`src/shared/scfs_pkg.sv`:
```
/*
  Package for the serial configuration and status frame block: frame
  layout, configuration field positions, reset values and filter counts.
  Assumes a 16-bit frame shifted most significant bit first.
*/
`default_nettype none

package scfs_pkg;

  // ----------------------------------------------------------------
  // frame layout
  // ----------------------------------------------------------------
  localparam int unsigned FRAME_BITS = 16;
  localparam logic [4:0]  FRAME_LEN  = 5'h10;

  // configuration input frame fields
  localparam int unsigned CFG_KIND_BIT    = 0;
  localparam int unsigned CFG_STATUS_FRAME_REQUEST_BIT    = 1;
  localparam int unsigned CFG_SLEEP_BIT   = 2;
  localparam int unsigned CFG_SPEED_BIT   = 3;
  localparam int unsigned CFG_STYLE_BIT   = 4;
  localparam int unsigned CFG_FILTER_BIT  = 5;
  localparam int unsigned CFG_SEL_LSB     = 6;
  localparam int unsigned CFG_SEL_MSB     = 7;
  localparam int unsigned CFG_ATEST_BIT   = 8;
  localparam int unsigned CFG_CAL_LSB     = 9;
  localparam int unsigned CFG_CAL_MSB     = 13;

  // calibration selector values
  localparam logic [1:0] CAL_A_GAIN   = 2'h0;
  localparam logic [1:0] CAL_A_OFFSET = 2'h1;
  localparam logic [1:0] CAL_B_GAIN   = 2'h2;
  localparam logic [1:0] CAL_B_OFFSET = 2'h3;

  // output frame fields
  localparam int unsigned OUT_KIND_BIT = 7;
  localparam logic [5:0]  INFO_MARK    = 6'h06;

  // reset values
  localparam logic [4:0]  CAL_RESET = 5'h00;
  localparam logic        CFG_RESET = 1'b0;

  // encoder filter lengths in rising serial clock edges
  localparam logic [2:0] FILT_SHORT = 3'h2;
  localparam logic [2:0] FILT_LONG  = 3'h4;

  typedef enum logic {
    SCFS_IDLE  = 1'b0,
    SCFS_SHIFT = 1'b1
  } scfs_state_t;

endpackage : scfs_pkg

`default_nettype wire

```
`src/rtl/scfs_frame.sv`:
```
/*
  Serial frame engine: shifts 16-bit input frames in, decodes configuration
  frames, and returns normal or information frames to the host.
  Assumes the serial pins are asynchronous to clock_i and that the serial
  clock is much slower than clock_i; converter and status inputs are
  synchronous to clock_i.
*/
`timescale 1ns/100ps
`default_nettype none

module scfs_frame (
  input  wire logic       clock_i,
  input  wire logic       rst_n_i,
  // serial pins
  input  wire logic       serial_clk_i,
  input  wire logic       chip_en_n_i,
  input  wire logic       mosi_i,
  output logic            miso_o,
  output logic            miso_oe_n_o,
  // converter side
  input  wire logic [7:0] conversion_result_i,
  input  wire logic [2:0] conversion_source_i,
  input  wire logic       first_conversion_complete_i,
  input  wire logic       second_conversion_complete_i,
  // raw encoder phases from the analog stage
  input  wire logic       encoder_phase_a_i,
  input  wire logic       encoder_phase_b_i,
  // status flags
  input  wire logic       external_reset_flag_i,
  input  wire logic       input_supply_low_flag_i,
  input  wire logic       five_volt_rail_low_i,
  input  wire logic       three_volt_rail_low_i,
  input  wire logic       core_rail_low_i,
  input  wire logic       overheat_trip_flag_i,
  input  wire logic       overheat_warn_flag_i,
  // configuration and filtered encoder outputs
  output logic [4:0]      cal_a_gain_o,
  output logic [4:0]      cal_a_offset_o,
  output logic [4:0]      cal_b_gain_o,
  output logic [4:0]      cal_b_offset_o,
  output logic            encoder_filter_long_o,
  output logic            motor_c_style_o,
  output logic            low_side_aux_output_en_o,
  output logic            high_side_aux_output_en_o,
  output logic            conversion_slow_o,
  output logic            power_down_o,
  output logic            analog_test_route_o,
  output logic            encoder_phase_a_o,
  output logic            encoder_phase_b_o
);

  // ----------------------------------------------------------------
  // state
  // ----------------------------------------------------------------
  typedef struct packed {
    logic [2:0]           sclk_s;
    logic [2:0]           ce_s;
    logic [2:0]           mosi_s;
    logic [1:0][2:0]      enc_s;
    logic                 sclk_q;
    logic                 ce_q;
    scfs_pkg::scfs_state_t st;
    logic [4:0]           bit_cnt;
    logic [15:0]          rx;
    logic [15:0]          tx;
    logic                 miso;
    logic [3:0][4:0]      cal;
    logic                 filt_long;
    logic                 style;
    logic                 slow;
    logic                 pdown;
    logic                 atest;
    logic                 info_pend;
    logic                 done1_pend;
    logic                 done2_pend;
    logic [1:0]           enc_q;
    logic [1:0][2:0]      enc_cnt;
  } scfs_reg_t;

  scfs_reg_t r;
  scfs_reg_t next_r;

  logic       sclk_rise;
  logic       sclk_fall;
  logic       frame_start;
  logic       frame_end;
  logic       cfg_decode;
  logic [2:0] filt_len;
  logic [1:0] enc_raw;

  // a change counts only once stages two and three agree
  assign sclk_rise   = (r.sclk_s[1] == r.sclk_s[2]) && r.sclk_s[2] && !r.sclk_q;
  assign sclk_fall   = (r.sclk_s[1] == r.sclk_s[2]) && !r.sclk_s[2] && r.sclk_q;
  assign frame_start = (r.ce_s[1] == r.ce_s[2]) && !r.ce_s[2] && r.ce_q;
  assign frame_end   = (r.ce_s[1] == r.ce_s[2]) && r.ce_s[2] && !r.ce_q;
  // short or long frames are dropped whole
  assign cfg_decode  = frame_end && (r.bit_cnt == scfs_pkg::FRAME_LEN)
                       && r.rx[scfs_pkg::CFG_KIND_BIT];
  assign filt_len    = r.filt_long ? scfs_pkg::FILT_LONG : scfs_pkg::FILT_SHORT;
  assign enc_raw     = {r.enc_s[1][2], r.enc_s[0][2]};

  // ----------------------------------------------------------------
  // next state
  // ----------------------------------------------------------------
  always_comb begin
    next_r = r;
    next_r.sclk_s = {r.sclk_s[1:0], serial_clk_i};
    next_r.ce_s   = {r.ce_s[1:0], chip_en_n_i};
    next_r.mosi_s = {r.mosi_s[1:0], mosi_i};
    next_r.enc_s[0] = {r.enc_s[0][1:0], encoder_phase_a_i};
    next_r.enc_s[1] = {r.enc_s[1][1:0], encoder_phase_b_i};
    if (r.sclk_s[1] == r.sclk_s[2]) begin
      next_r.sclk_q = r.sclk_s[2];
    end
    if (r.ce_s[1] == r.ce_s[2]) begin
      next_r.ce_q = r.ce_s[2];
    end

    // encoder filter: a new level must hold for filt_len rising serial clock edges
    for (int i = 0; i < 2; i++) begin
      if (sclk_rise && (r.enc_s[i][1] == r.enc_s[i][2])) begin
        if (enc_raw[i] == r.enc_q[i]) begin
          next_r.enc_cnt[i] = 3'h0;
        end else if (r.enc_cnt[i] + 3'h1 >= filt_len) begin
          next_r.enc_q[i]   = enc_raw[i];
          next_r.enc_cnt[i] = 3'h0;
        end else begin
          next_r.enc_cnt[i] = r.enc_cnt[i] + 3'h1;
        end
      end
    end

    // done events wait for the next normal frame
    if (first_conversion_complete_i) begin
      next_r.done1_pend = 1'b1;
    end
    if (second_conversion_complete_i) begin
      next_r.done2_pend = 1'b1;
    end

    case (r.st)
      scfs_pkg::SCFS_IDLE: begin
        if (frame_start) begin
          next_r.st      = scfs_pkg::SCFS_SHIFT;
          next_r.bit_cnt = 5'h00;
          if (r.info_pend) begin
            next_r.tx = {scfs_pkg::INFO_MARK,
                         external_reset_flag_i, input_supply_low_flag_i,
                         1'b1,
                         five_volt_rail_low_i, three_volt_rail_low_i,
                         core_rail_low_i,
                         r.enc_q[1], r.enc_q[0],
                         overheat_trip_flag_i, overheat_warn_flag_i};
            // cleared outright; requests are only set in SCFS_SHIFT, never in this cycle
            next_r.info_pend = 1'b0;
          end else begin
            next_r.tx = {conversion_result_i,
                         1'b0,
                         conversion_source_i,
                         r.enc_q[1], r.enc_q[0],
                         r.done2_pend, r.done1_pend};
            // flags leave after one frame; a fresh event wins over the clear
            next_r.done1_pend = first_conversion_complete_i;
            next_r.done2_pend = second_conversion_complete_i;
          end
          // first bit must stand before the host's first serial clock rise
          next_r.miso = next_r.tx[15];
        end
      end
      scfs_pkg::SCFS_SHIFT: begin
        if (sclk_rise) begin
          next_r.rx = {r.rx[14:0], r.mosi_s[2]};
          if (r.bit_cnt != 5'h1f) begin
            next_r.bit_cnt = r.bit_cnt + 5'h01;
          end
        end
        if (sclk_fall) begin
          next_r.tx   = {r.tx[14:0], 1'b0};
          next_r.miso = r.tx[14];
        end
        if (frame_end) begin
          next_r.st = scfs_pkg::SCFS_IDLE;
        end
        if (cfg_decode) begin
          // test bits 15..14 carry no function here
          next_r.cal[r.rx[scfs_pkg::CFG_SEL_MSB:scfs_pkg::CFG_SEL_LSB]] =
            r.rx[scfs_pkg::CFG_CAL_MSB:scfs_pkg::CFG_CAL_LSB];
          next_r.atest     = r.rx[scfs_pkg::CFG_ATEST_BIT];
          next_r.filt_long = r.rx[scfs_pkg::CFG_FILTER_BIT];
          next_r.style     = r.rx[scfs_pkg::CFG_STYLE_BIT];
          next_r.slow      = r.rx[scfs_pkg::CFG_SPEED_BIT];
          next_r.pdown     = r.rx[scfs_pkg::CFG_SLEEP_BIT];
          if (r.rx[scfs_pkg::CFG_STATUS_FRAME_REQUEST_BIT]) begin
            next_r.info_pend = 1'b1;
          end
        end
      end
      default: begin
        next_r.st = scfs_pkg::SCFS_IDLE;
      end
    endcase
  end

  always_ff @(posedge clock_i or negedge rst_n_i) begin
    if (!rst_n_i) begin
      r            <= '0;
      r.sclk_s     <= 3'h0;
      r.ce_s       <= 3'h7;
      r.ce_q       <= 1'b1;
      r.st         <= scfs_pkg::SCFS_IDLE;
      r.cal        <= {4{scfs_pkg::CAL_RESET}};
      r.filt_long  <= scfs_pkg::CFG_RESET;
      r.style      <= scfs_pkg::CFG_RESET;
      r.slow       <= scfs_pkg::CFG_RESET;
      r.pdown      <= scfs_pkg::CFG_RESET;
      r.atest      <= scfs_pkg::CFG_RESET;
    end else begin
      r <= next_r;
    end
  end

  // ----------------------------------------------------------------
  // outputs
  // ----------------------------------------------------------------
  assign miso_o                    = r.miso;
  // release the shared return line whenever this device is not selected
  assign miso_oe_n_o               = (r.st != scfs_pkg::SCFS_SHIFT);
  assign cal_a_gain_o              = r.cal[scfs_pkg::CAL_A_GAIN];
  assign cal_a_offset_o            = r.cal[scfs_pkg::CAL_A_OFFSET];
  assign cal_b_gain_o              = r.cal[scfs_pkg::CAL_B_GAIN];
  assign cal_b_offset_o            = r.cal[scfs_pkg::CAL_B_OFFSET];
  assign encoder_filter_long_o     = r.filt_long;
  assign motor_c_style_o           = r.style;
  assign low_side_aux_output_en_o  = r.style;
  assign high_side_aux_output_en_o = !r.style;
  assign conversion_slow_o         = r.slow;
  assign power_down_o              = r.pdown;
  assign analog_test_route_o       = r.atest;
  assign encoder_phase_a_o         = r.enc_q[0];
  assign encoder_phase_b_o         = r.enc_q[1];

  // ----------------------------------------------------------------
  // checks
  // ----------------------------------------------------------------
  info_kind_a: assert property (@(posedge clock_i) disable iff (!rst_n_i)
    (r.st == scfs_pkg::SCFS_IDLE && frame_start) |=>
      (r.tx[scfs_pkg::OUT_KIND_BIT] == $past(r.info_pend)))
    else $error("frame kind bit disagrees with request");

  info_mark_a: assert property (@(posedge clock_i) disable iff (!rst_n_i)
    (r.st == scfs_pkg::SCFS_IDLE && frame_start && r.info_pend) |=>
      (r.tx[15:10] == scfs_pkg::INFO_MARK) && !r.info_pend)
    else $error("information frame mark wrong");

  normal_data_a: assert property (@(posedge clock_i) disable iff (!rst_n_i)
    (r.st == scfs_pkg::SCFS_IDLE && frame_start && !r.info_pend) |=>
      (r.tx[15:8] == $past(conversion_result_i)) && (r.tx[6:4] == $past(conversion_source_i)))
    else $error("normal frame data wrong");

  done_once_a: assert property (@(posedge clock_i) disable iff (!rst_n_i)
    (r.st == scfs_pkg::SCFS_IDLE && frame_start && !r.info_pend
     && r.done1_pend && !first_conversion_complete_i) |=>
      r.tx[0] && !r.done1_pend)
    else $error("done flag not sent exactly once");

  cal_latch_a: assert property (@(posedge clock_i) disable iff (!rst_n_i)
    cfg_decode |=> (r.cal[$past(r.rx[7:6])] == $past(r.rx[13:9])))
    else $error("calibration value not latched");

  sleep_cfg_a: assert property (@(posedge clock_i) disable iff (!rst_n_i)
    cfg_decode |=> (power_down_o == $past(r.rx[2])) && (conversion_slow_o == $past(r.rx[3])))
    else $error("sleep or speed field not taken");

  status_frame_request_set_a: assert property (@(posedge clock_i) disable iff (!rst_n_i)
    (cfg_decode && r.rx[1]) |=> r.info_pend)
    else $error("status frame request lost");

  normal_ignored_a: assert property (@(posedge clock_i) disable iff (!rst_n_i)
    (frame_end && !r.rx[0]) |=> $stable(r.cal) && $stable(r.style) && $stable(r.pdown))
    else $error("normal frame changed configuration");

  aux_split_a: assert property (@(posedge clock_i) disable iff (!rst_n_i)
    low_side_aux_output_en_o != high_side_aux_output_en_o)
    else $error("both auxiliary groups enabled");

  aux_style_a: assert property (@(posedge clock_i) disable iff (!rst_n_i)
    cfg_decode |=>
      (low_side_aux_output_en_o == $past(r.rx[scfs_pkg::CFG_STYLE_BIT]))
      && (high_side_aux_output_en_o == !$past(r.rx[scfs_pkg::CFG_STYLE_BIT])))
    else $error("auxiliary group does not follow motor style");

endmodule : scfs_frame

`default_nettype wire

```
`config.mk`:
```
export PLATFORM = sky130hd
export DESIGN_NAME = scfs_frame
export DESIGN_NICKNAME = d
export VERILOG_FILES = /design/src/shared/scfs_pkg.sv /design/src/rtl/scfs_frame.sv
export SDC_FILE = /design/constraint.sdc
export NUM_CORES = 1
export LEC_CHECK = 0
export BUFFER_PORTS_ARGS = -buffer_cell sky130_fd_sc_hd__buf_2
export CAP_MARGIN = 20
export CORE_ASPECT_RATIO = 2
export CORE_UTILIZATION = 30
export DETAILED_ROUTE_END_ITERATION = 10
export SYNTH_ARGS = -nofsm -noshare
export SYNTH_HDL_FRONTEND = slang
export SYNTH_SLANG_ARGS = --single-unit
```
`constraint.sdc`:
```
create_clock -name clock_i -period 1.97 [get_ports clock_i]
set_clock_uncertainty 0.15 [all_clocks]
set_input_delay 0.197 -clock clock_i [delete_from_list [all_inputs] [get_ports clock_i]]
set_output_delay 0.197 -clock clock_i [all_outputs]
set_load 0.1 [all_outputs]
```
* After elaboration in Yosys (flattened, before gate mapping)
Cells that the tools add are included.
** Operators by class
- Shift-type cells :: 0
- Bitwise operators :: 3
- Reductions and logical operators :: 25
- $lt $le $gt $ge :: 4
- Multiplexer cells :: 25
- Multipliers :: 0
- $add $sub $neg :: 3
- Equality and inequality tests :: 14
- Divide/modulo/power cells :: 0
** Operators by type and width (count)
- $mux W16 :: 3
- $pmux W16 S2 :: 1
- $mux W21 :: 1
- $bwmux W20 :: 1
- $mux W3 :: 6
- $logic_and A1 B1 Y1 :: 13
- $pmux W6 S2 :: 1
- $reduce_and A3 Y1 :: 4
- $demux W5 S2 :: 1
- $mux W5 :: 2
- $ne A2 B1 Y1 const B :: 5
- $add A3 B1 Y3 const B :: 2
- $eq A1 B1 Y1 :: 6
- $ge A3 B3 Y1 :: 2
- $mux W6 :: 1
- $reduce_and A2 Y1 :: 3
- $add A5 B1 Y5 const B :: 1
- $eq A5 B5 Y1 const B :: 1
- $logic_not A1 Y1 :: 5
- $mux W1 :: 5
- $ne A5 B5 Y1 const B :: 1
- $mux W2 :: 2
- $lt A2 B3 Y1 const B :: 1
- $not A1 Y1 :: 3
- other kinds (3) :: 3
** Word-level totals
- Flip-flop bits (word level) :: 91
- Bits in read-only memories :: 0
- Latch bits :: 0
- Memory bits (writable) :: 0
- Bits of input ports :: 27
- Output and inout bits :: 31
- Memories kept :: 0

* Logic depth before layout (Yosys ltp)
Gate-level depths: netlist of run 1.
- Word-level depth :: 7
- Depth in mapped cells :: 7
- Mapped depth without buffers :: 6

* Worst setup path after synthesis of run 1
No wires, ideal clock.
- Path kind :: register to register
- Start point :: register r, in the netlist encoder_filter_long_o
- End point :: register r, in the netlist encoder_phase_a_o
- Path slack :: -0.641 ns
- Clock period less this slack :: 2.611 ns
- Data arrival time :: 2.335 ns
- Stages on the path, launching flop included :: 6
- Data required time :: 1.694 ns
- Path buffers :: 0
- Path through :: dfrtp_1 -> inv_1 -> ha_1 -> and3_1 -> o311ai_0 -> mux2_2
** Between the ends
- Cells in the longest elaborated chain, start to end :: 3
** RTL lines
- start, declared :: line scfs_frame.sv:80 : scfs_reg_t r;
- start signal, assigned :: line scfs_frame.sv:218 : r <= next_r;
- $mux W3 :: line scfs_frame.sv:99 : assign filt_len = r.filt_long ? scfs_pkg::FILT_LONG : scfs_pkg::FILT_SHORT;
- $ge A3 B3 Y1 :: line scfs_frame.sv:124 : end else if (r.enc_cnt[i] + 3'h1 >= filt_len) begin
- $reduce_and A3 Y1 (no line)
No other way between the ends.
A chain may end at the register's enable or synchronous reset.

* Final worst setup path of run 1
- Start point :: register r[1] (netlist bit)
- End point :: register r[0] (netlist bit)
** Between the ends
- Cells in the longest elaborated chain, start to end :: 4
** RTL lines
- $add A3 B1 Y3 :: line scfs_frame.sv:124
- $ge A3 B3 Y1 :: line scfs_frame.sv:124
- $mux W3 :: line scfs_frame.sv:124
- $mux W3 :: line scfs_frame.sv:122 : if (enc_raw[i] == r.enc_q[i]) begin
No other way between the ends.

==> results of run 1 <==
## power groups by stage
stage | logic (mW) | registers (mW) | clock network (mW)
floorplan | 0.789 | 2.57 | 0
global placement | 1.26 | 2.39 | 0
detailed placement | 1.33 | 2.41 | 0
CTS | 1.52 | 2.37 | 1.76
global route | 1.68 | 2.42 | 1.82
finish | 1.56 | 2.37 | 1.69
## flip-flops by register name (all words and copies together), names as in the netlist
register                  count
next_r                       10
cal_b_offset_o                5
cal_b_gain_o                  5
r                            49
analog_test_route_o           1
encoder_phase_b_o             1
miso_o                        1
cal_a_offset_o                5
cal_a_gain_o                  5
conversion_slow_o             1
encoder_phase_a_o             1
low_side_aux_output_en_o      1
enc_raw                       2
power_down_o                  1
encoder_filter_long_o         1
## cell usage in the layout, fill, tap and decap left out, types with 4 or more instances in the layout
master,Yosys,routed
a22o_1,4,4
buf_2,2,56
buf_4,23,22
clkbuf_16,0,9
dfrtp_1,85,84
dfstp_2,4,4
dlygate4sd3_1,0,8
ha_1,13,9
inv_1,13,11
mux2_2,54,53
mux2_4,5,6
mux2i_1,9,9
nand2_1,21,21
nand3_1,7,7
nand3b_1,4,4
nor2_1,4,4
o21ai_0,13,13
xnor2_1,4,4
## cell families (layout without fill, tap and decap cells)
logic type | after synthesis | after routing | share of synthesized area
AO/OA/AOI/OAI | 34 | 34 | 0.0586
XOR/XNOR | 6 | 6 | 0.0130
adder cells (fa/ha/maj) | 13 | 13 | 0.0403
buffers and inverters | 45 | 117 | 0.0676
flip-flops | 89 | 89 | 0.554
multiplexers | 68 | 68 | 0.192
AND/OR/NAND/NOR | 54 | 54 | 0.0751
## routing by layer
metal / up-vias / share of wire / global-route usage
li1: 1197 / - / -
met1: 1260 / 0.39 / 0.131
met2: 43 / 0.56 / 0.229
met3: 11 / 0.027 / 0.0219
met4: 0 / 0.022 / 0.0652
met5: - / 0 / 0
## final cells by class
cell class,count,area share
multi-input cells,175,0.332
repair buffers,89,0.115
well taps,152,0.0379
clock buffers,12,0.0511
clock inverters,3,0.00798
inverters,13,0.0102
flip-flops and latches,89,0.446
## worst min path at each step
stage	start	to	slack, ps	cells past startpoint
6_report	overheat_warn_flag_i	r[37]$_DFFE_PN0P_	30	3
5_1_grt	conversion_result_i[6]	r[51]$_DFFE_PN0P_	60	3
4_1_cts	overheat_warn_flag_i	r[37]$_DFFE_PN0P_	20	3
3_5_place_dp	rst_n_i	r[4]$_DFFE_PN0N_	10	1
3_3_place_gp	rst_n_i	encoder_phase_a_o$_DFFE_PN0P_	20	1
2_1_floorplan	rst_n_i	analog_test_route_o$_DFFE_PN0P_	-250	0
## timing repair
item                                    4_1_cts  5_1_grt
pin swaps                                     4        6
resized for setup                            12        8
cloned                                        0        0
hold buffers                                  8        0
endpoints found under the hold margin        33        0
buffers inserted                              6        1
endpoints found under the setup margin       14       12
## tightest hold or removal path, cell delays in order
cell and delay [ps]:
buf_2 80, mux2i_1 60, o21ai_0 130
==> results.tsv, run 1 <==
stage	metric	value	unit
power_and_ir_drop	total power	5.62	mW
placed_design	post-placement worst setup slack	-167	ps
synthesis	dominant cells by area after synthesis	dfrtp_1 (53%), mux2_2 (15%), buf_4 (4.3%)	
timing	Fin Hold WS	26.1	ps
run_status	status	finished, violations left	
critical_path	Reg2Reg Depth	6	
layout	Layout Utilization	0.384	
timing	endpoints failing setup	8	
synthesis	Distinct cells, synth	40	
timing	Slew @ Worst Pin	599	ps
synthesis	Synth top area share	0.527	
synthesis	Top FF cell, synth	dfrtp_1	
synthesis	synthesized area per cell	13.1	µm²
timing	post-layout min period	2100	ps
clock_tree	clk sinks	89	
power_and_ir_drop	pwr/cell area	1120	nW/µm²
run	MaxCap Viol Count	0	
die	die area	13900	µm²
die	die width	84.0	µm
route	drt first pass iters	7	
route	Post-DRT Antenna Nets	0	
clock_tree	latest clock arrival within the worst-skew pair	330	ps
route	Routed wire per std cell	15.1	µm
timing	unrepaired setup endpoints after global routing	true	
global_routing	initial antenna violation count	0	
die	Boundary Pins	58	
placed_design	IO Port Bufs	57	
route	DRC	9	
global_routing	first-pass GRT wire length	13300	µm
power_and_ir_drop	switching share of total power	0.301	
route	DRT iter0 DRCs	59	
placed_design	placed instance area	4480	µm²
layout	layout cells sized above 1	0.475	
timing	final worst slack	-133	ps
timing	final count of hold timing violations	0	
placed_design	dpl cells	503	
clock_tree	Inserted Clock Buffers	9	
timing	Pins Over Slew Limit	0	
timing	FMAX	475	MHz
clock_tree	CTS tree	built	
die	Rows	59	
layout	diode count	0	
critical_path	CP endpoint	r[0]$_DFFE_PN0N_	
run_status	failing checks	design-rule violations, negative setup slack	
critical_path	crit path from	r[1]$_DFFE_PN0N_	
critical_path	critical-path maximum fanout	3	
synthesis	cell area after synthesis	4030	µm²
synthesis	sequential share of the synthesized area	0.554	
route	via-per-instance ratio	4.71	
critical_path	Arrival @ worst endpoint	2210	ps
die	die height	166	µm
die	core box area	13100	µm²
synthesis	Post-synth top cells	dfrtp_1 (85), mux2_2 (54), buf_4 (23), nand2_1 (21)	
power_and_ir_drop	combinational power share	0.277	
synthesis	Cells after Synth	309	
synthesis	fraction of registers with async set/reset	1.00	
critical_path	crit-path leading delay family	simple AND/OR/NAND/NOR gates	
power_and_ir_drop	P_sw	1.69	mW
die	Initial Utilization	0.309	
synthesis	biggest area consumer among synthesized cells	dfrtp_1	
timing	Slew headroom	0.601	
power_and_ir_drop	Clock power frac	0.301	
clock_tree	H-tree Lvls	3	
route	final wirelength	8030	µm
synthesis	Post-synth EDFFs	0	
power_and_ir_drop	share of power burned in registers	0.422	
layout	area grow syn2layout	24.4	%
route	via count	2511	
critical_path	R2R Path Start	r[1]$_DFFE_PN0N_	
critical_path	crit path max-delay cell type	or4_4	
clock_tree	CTS root buf	clkbuf_16	
clock_tree	worst-case clock buffer depth	2	
critical_path	R2R Setup Slk	-130	ps
placed_design	dpl hpwl	5690	µm
critical_path	crit-path max cell delay	520	ps
global_routing	largest net degree at the start of global routing	31	
synthesis	Syn. warnings	0	
critical_path	CP bufs+invs	0	
layout	Final #Nets	417	
synthesis	Syn Nets	349	
critical_path	cell chain of the critical path	ha_4, xor2_1, ha_1, and3_4, or4_4, o21bai_1	
worst_hold_path	hold crit path type	in2reg	
placed_design	routability cong.	0.678	
critical_path	crit end category	flop	
timing	period utilisation layout	1.07	
critical_path	worst reg2reg endpoint	r[0]$_DFFE_PN0N_	
synthesis	count leader, synth	dfrtp_1	
critical_path	WS Path Type	reg2reg	
synthesis	synthesized flop and latch total	89	
layout	register area	2240	µm²
power_and_ir_drop	P_leak	2.42	nW
power_and_ir_drop	maximum VDD drop	0.000511	V
clock_tree	Worst-path clk slew	60	ps
layout	Final Non-Filler Cells	533	
critical_path	Critical Path Start Type	flop	
timing	setup TNS	-906	ps
layout	FILL cells	1251	
critical_path	Levels on crit path	6	
critical_path	WP data required	2070	ps
power_and_ir_drop	internal power	3.93	mW
layout	Final Instance Area	5020	µm²
global_routing	GRT Util Overall	0.124	
global_routing	number of global-route vias before repair	2601	
layout	multi-input logic area	1670	µm²
global_routing	total global routing overflow	0	
(Power assumes the default switching activity.)
==> inputs of run 2 (changes only) <==
--- a/config.mk
+++ b/config.mk
@@ -10,6 +10,7 @@
 export CORE_ASPECT_RATIO = 2
 export CORE_UTILIZATION = 30
 export DETAILED_ROUTE_END_ITERATION = 10
+export PLACE_DENSITY = 0.56
 export SYNTH_ARGS = -nofsm -noshare
 export SYNTH_HDL_FRONTEND = slang
 export SYNTH_SLANG_ARGS = --single-unit
==> constraint.sdc (replaced) <==
create_clock -name clock_i -period 2.3 [get_ports clock_i]
set_clock_uncertainty 0.15 [all_clocks]
set_input_delay 0.23 -clock clock_i [delete_from_list [all_inputs] [get_ports clock_i]]
set_output_delay 0.23 -clock clock_i [all_outputs]
set_load 0.1 [all_outputs]
==> run 2 against run 1 <==
Compared with the run above:
- the flow finishes with violations (design-rule violations)
- worst hold slack improved by 41 ps
- wire length rose by 0.27%
- fmax is 7.4% lower
- sequential share of layout area rose by 2.1 points
- die area unchanged
- core utilization fell by 1.7 points
- first-iteration DRC count is 56% higher
- setup slack improved by 160 ps
- global-route usage shrank 0.068 points
- critical path type unchanged
- critical endpoint is now r[2]$_DFFE_PN0N_
- largest cell class unchanged
- largest power group unchanged
==> results.tsv, run 2 (synthesis results as in run 1) <==
stage	metric	value	unit	change
critical_path	crit path from	r[0]$_DFFE_PN0N_		
route	DRC	5		-4
route	DRT iter0 DRCs	92		+56%
route	Routed wire per std cell	15.5	µm	+3.0%
global_routing	largest net degree at the start of global routing	55		+77%
clock_tree	CTS root buf	clkbuf_16		
timing	endpoints failing setup	0		-8
route	met1 wire length	3190	µm	+1.8%
clock_tree	Inserted Clock Buffers	9		unchanged
die	die area	13900	µm²	unchanged
clock_tree	worst-case clock buffer depth	2		unchanged
layout	register with the most flip-flops	r		
power_and_ir_drop	maximum VDD drop	0.000413	V	-19%
clock_tree	Worst-path clk slew	60	ps	about the same
global_routing	GRT Util Overall	0.123		-0.000681
timing	FMAX	440	MHz	-7.4%
placed_design	routability cong.	0.707		+4.2%
critical_path	Critical Path Start Type	flop		
timing	unrepaired setup endpoints after global routing	true		
route	via count	2433		-3.1%
critical_path	crit path max-delay cell type	or4_4		
critical_path	WP data required	2400	ps	+330 ps
timing	post-layout min period	2270	ps	+169 ps
timing	period utilisation layout	0.988		-0.0798
worst_hold_path	hold crit path type	in2reg		
layout	max reg flops	49		unchanged
clock_tree	latest clock arrival within the worst-skew pair	330	ps	about the same
layout	area grow syn2layout	18.8	%	
run_status	failing checks	design-rule violations		
die	die height	166	µm	unchanged
die	Boundary Pins	58		unchanged
critical_path	critical-path maximum fanout	4		+1
route	WL met2	4470	µm	-0.56%
timing	Slew headroom	0.579		-0.0212
critical_path	Arrival @ worst endpoint	2370	ps	+160 ps
power_and_ir_drop	total power	4.59	mW	-18%
clock_tree	CTS tree	built		
timing	Slew @ Worst Pin	629	ps	+30.3 ps
timing	Fin Hold WS	67.3	ps	+41.3 ps
critical_path	crit-path max cell delay	550	ps	+30 ps
route	routed wire length on met3	238	µm	+8.7%
global_routing	number of global-route vias before repair	2586		-0.58%
route	via-per-instance ratio	4.69		-0.49%
power_and_ir_drop	pwr/cell area	958	nW/µm²	-14%
route	drt first pass iters	7		unchanged
run	MaxCap Viol Count	0		unchanged
critical_path	crit end category	flop		
power_and_ir_drop	P_leak	2.32	nW	-4.0%
run_status	status	finished, violations left		
layout	Final #Nets	402		-3.6%
route	Top Layer Used	met4		
critical_path	WS Path Type	reg2reg		
critical_path	R2R Path Start	r[0]$_DFFE_PN0N_		
layout	FILL cells	1261		+0.80%
placed_design	dpl hpwl	5690	µm	about the same
layout	layout cells sized above 1	0.425		-0.0500
route	Post-DRT Antenna Nets	0		unchanged
critical_path	cell chain of the critical path	ha_2, xor2_2, ha_1, and3_1, or4_4, o2bb2ai_1		
timing	final count of hold timing violations	0		unchanged
die	Initial Utilization	0.309		unchanged
route	final wirelength	8050	µm	+0.27%
die	core box area	13100	µm²	unchanged
layout	diode count	0		unchanged
timing	Pins Over Slew Limit	0		unchanged
layout	multi-input logic area	1580	µm²	-5.3%
clock_tree	H-tree Lvls	3		unchanged
global_routing	first-pass GRT wire length	13300	µm	+0.32%
layout	leading cell type in the layout, fill and taps excluded	dfrtp_1		
placed_design	IO Port Bufs	57		unchanged
worst_hold_path	worst hold start	overheat_warn_flag_i		
layout	register area	2230	µm²	-0.11%
layout	most frequent cells in the layout	dfrtp_1 (84), buf_2 (56), mux2_2 (54)		
die	die width	84.0	µm	unchanged
die	Rows	59		unchanged
clock_tree	clk sinks	89		unchanged
global_routing	total global routing overflow	0		unchanged
global_routing	initial antenna violation count	0		unchanged
-- run 2: cell types whose count changed in the layout (fill, tap and decap cells not counted), sizes merged --
cell,before,now
clkbuf,12,13
buf,81,66
-- run 2: critical path, delay by kind of cell, from the launching register on --
kind / cells / cell delay, ps
simple gates: 2 / 760
fa+ha+maj: 2 / 510
flops: 1 / 410
xor+xnor: 1 / 180
compound gates: 1 / 180
-- run 2: metrics by stage --
stage,worst slack (ps),util,setup TNS [ps],cell area [µm²],instances
2_1_floorplan,1.90,-,0,4030,309
3_3_place_gp,114,0.334,0,4360,494
3_5_place_dp,-29.6,0.334,-43.7,4360,494
4_1_cts,12.8,0.363,0,4740,518
5_1_grt,-24.0,0.367,-54.2,4790,519
6_report,27.7,0.367,0,4790,519
-- run 2: area by class of cell --
cell class | count | area share
Inverter | 13 | 0.0102
Timing Repair Buffer | 74 | 0.0935
Clock inverter | 3 | 0.00836
Multi-Input combinational cell | 175 | 0.330
Tap cell | 152 | 0.0397
Sequential cell | 89 | 0.466
Clock buffer | 13 | 0.0522
-- run 2: final timing paths --
kind                                                     endpoint  slack, ps  cells past startpoint
worst max-delay path                             r[2]$_DFFE_PN0N_         30                      6
worst min-delay path                            r[37]$_DFFE_PN0P_         70                      3
worst max register to register                   r[2]$_DFFE_PN0N_         30                      6
worst min register to register               next_r[85]$_DFF_PN0_        200                      0
max in group asynchronous       encoder_filter_long_o$_DFFE_PN0P_       1080                      3
min in group asynchronous                        r[2]$_DFFE_PN0N_        250                      2
-- run 2: what timing repair did --
| item | in CTS | in global routing |
|---|---|---|
| resized for setup | 3 | 8 |
| buffers inserted | 0 | 1 |
| hold buffers | 8 | 0 |
| setup endpoints to repair | 3 | 8 |
| hold endpoints to repair | 38 | 0 |
| pin swaps | 0 | 1 |
-- run 2: layer usage --
| layer | global-route usage | vias to the layer above |
|---|---|---|
| li1 | - | 1161 |
| met1 | 0.143 | 1219 |
| met2 | 0.217 | 45 |
| met3 | 0.0239 | 8 |
| met4 | 0.0540 | 0 |
| met5 | 0 | - |
-- run 2: power breakdown --
| group | internal (mW) | total, mW | switching, mW |
|---|---|---|---|
| Sequential | 1.84 | 2.03 | 0.195 |
| Combinational | 0.487 | 1.12 | 0.636 |
| Clock | 0.869 | 1.43 | 0.564 |
| Total | 3.19 | 4.59 | 1.40 |
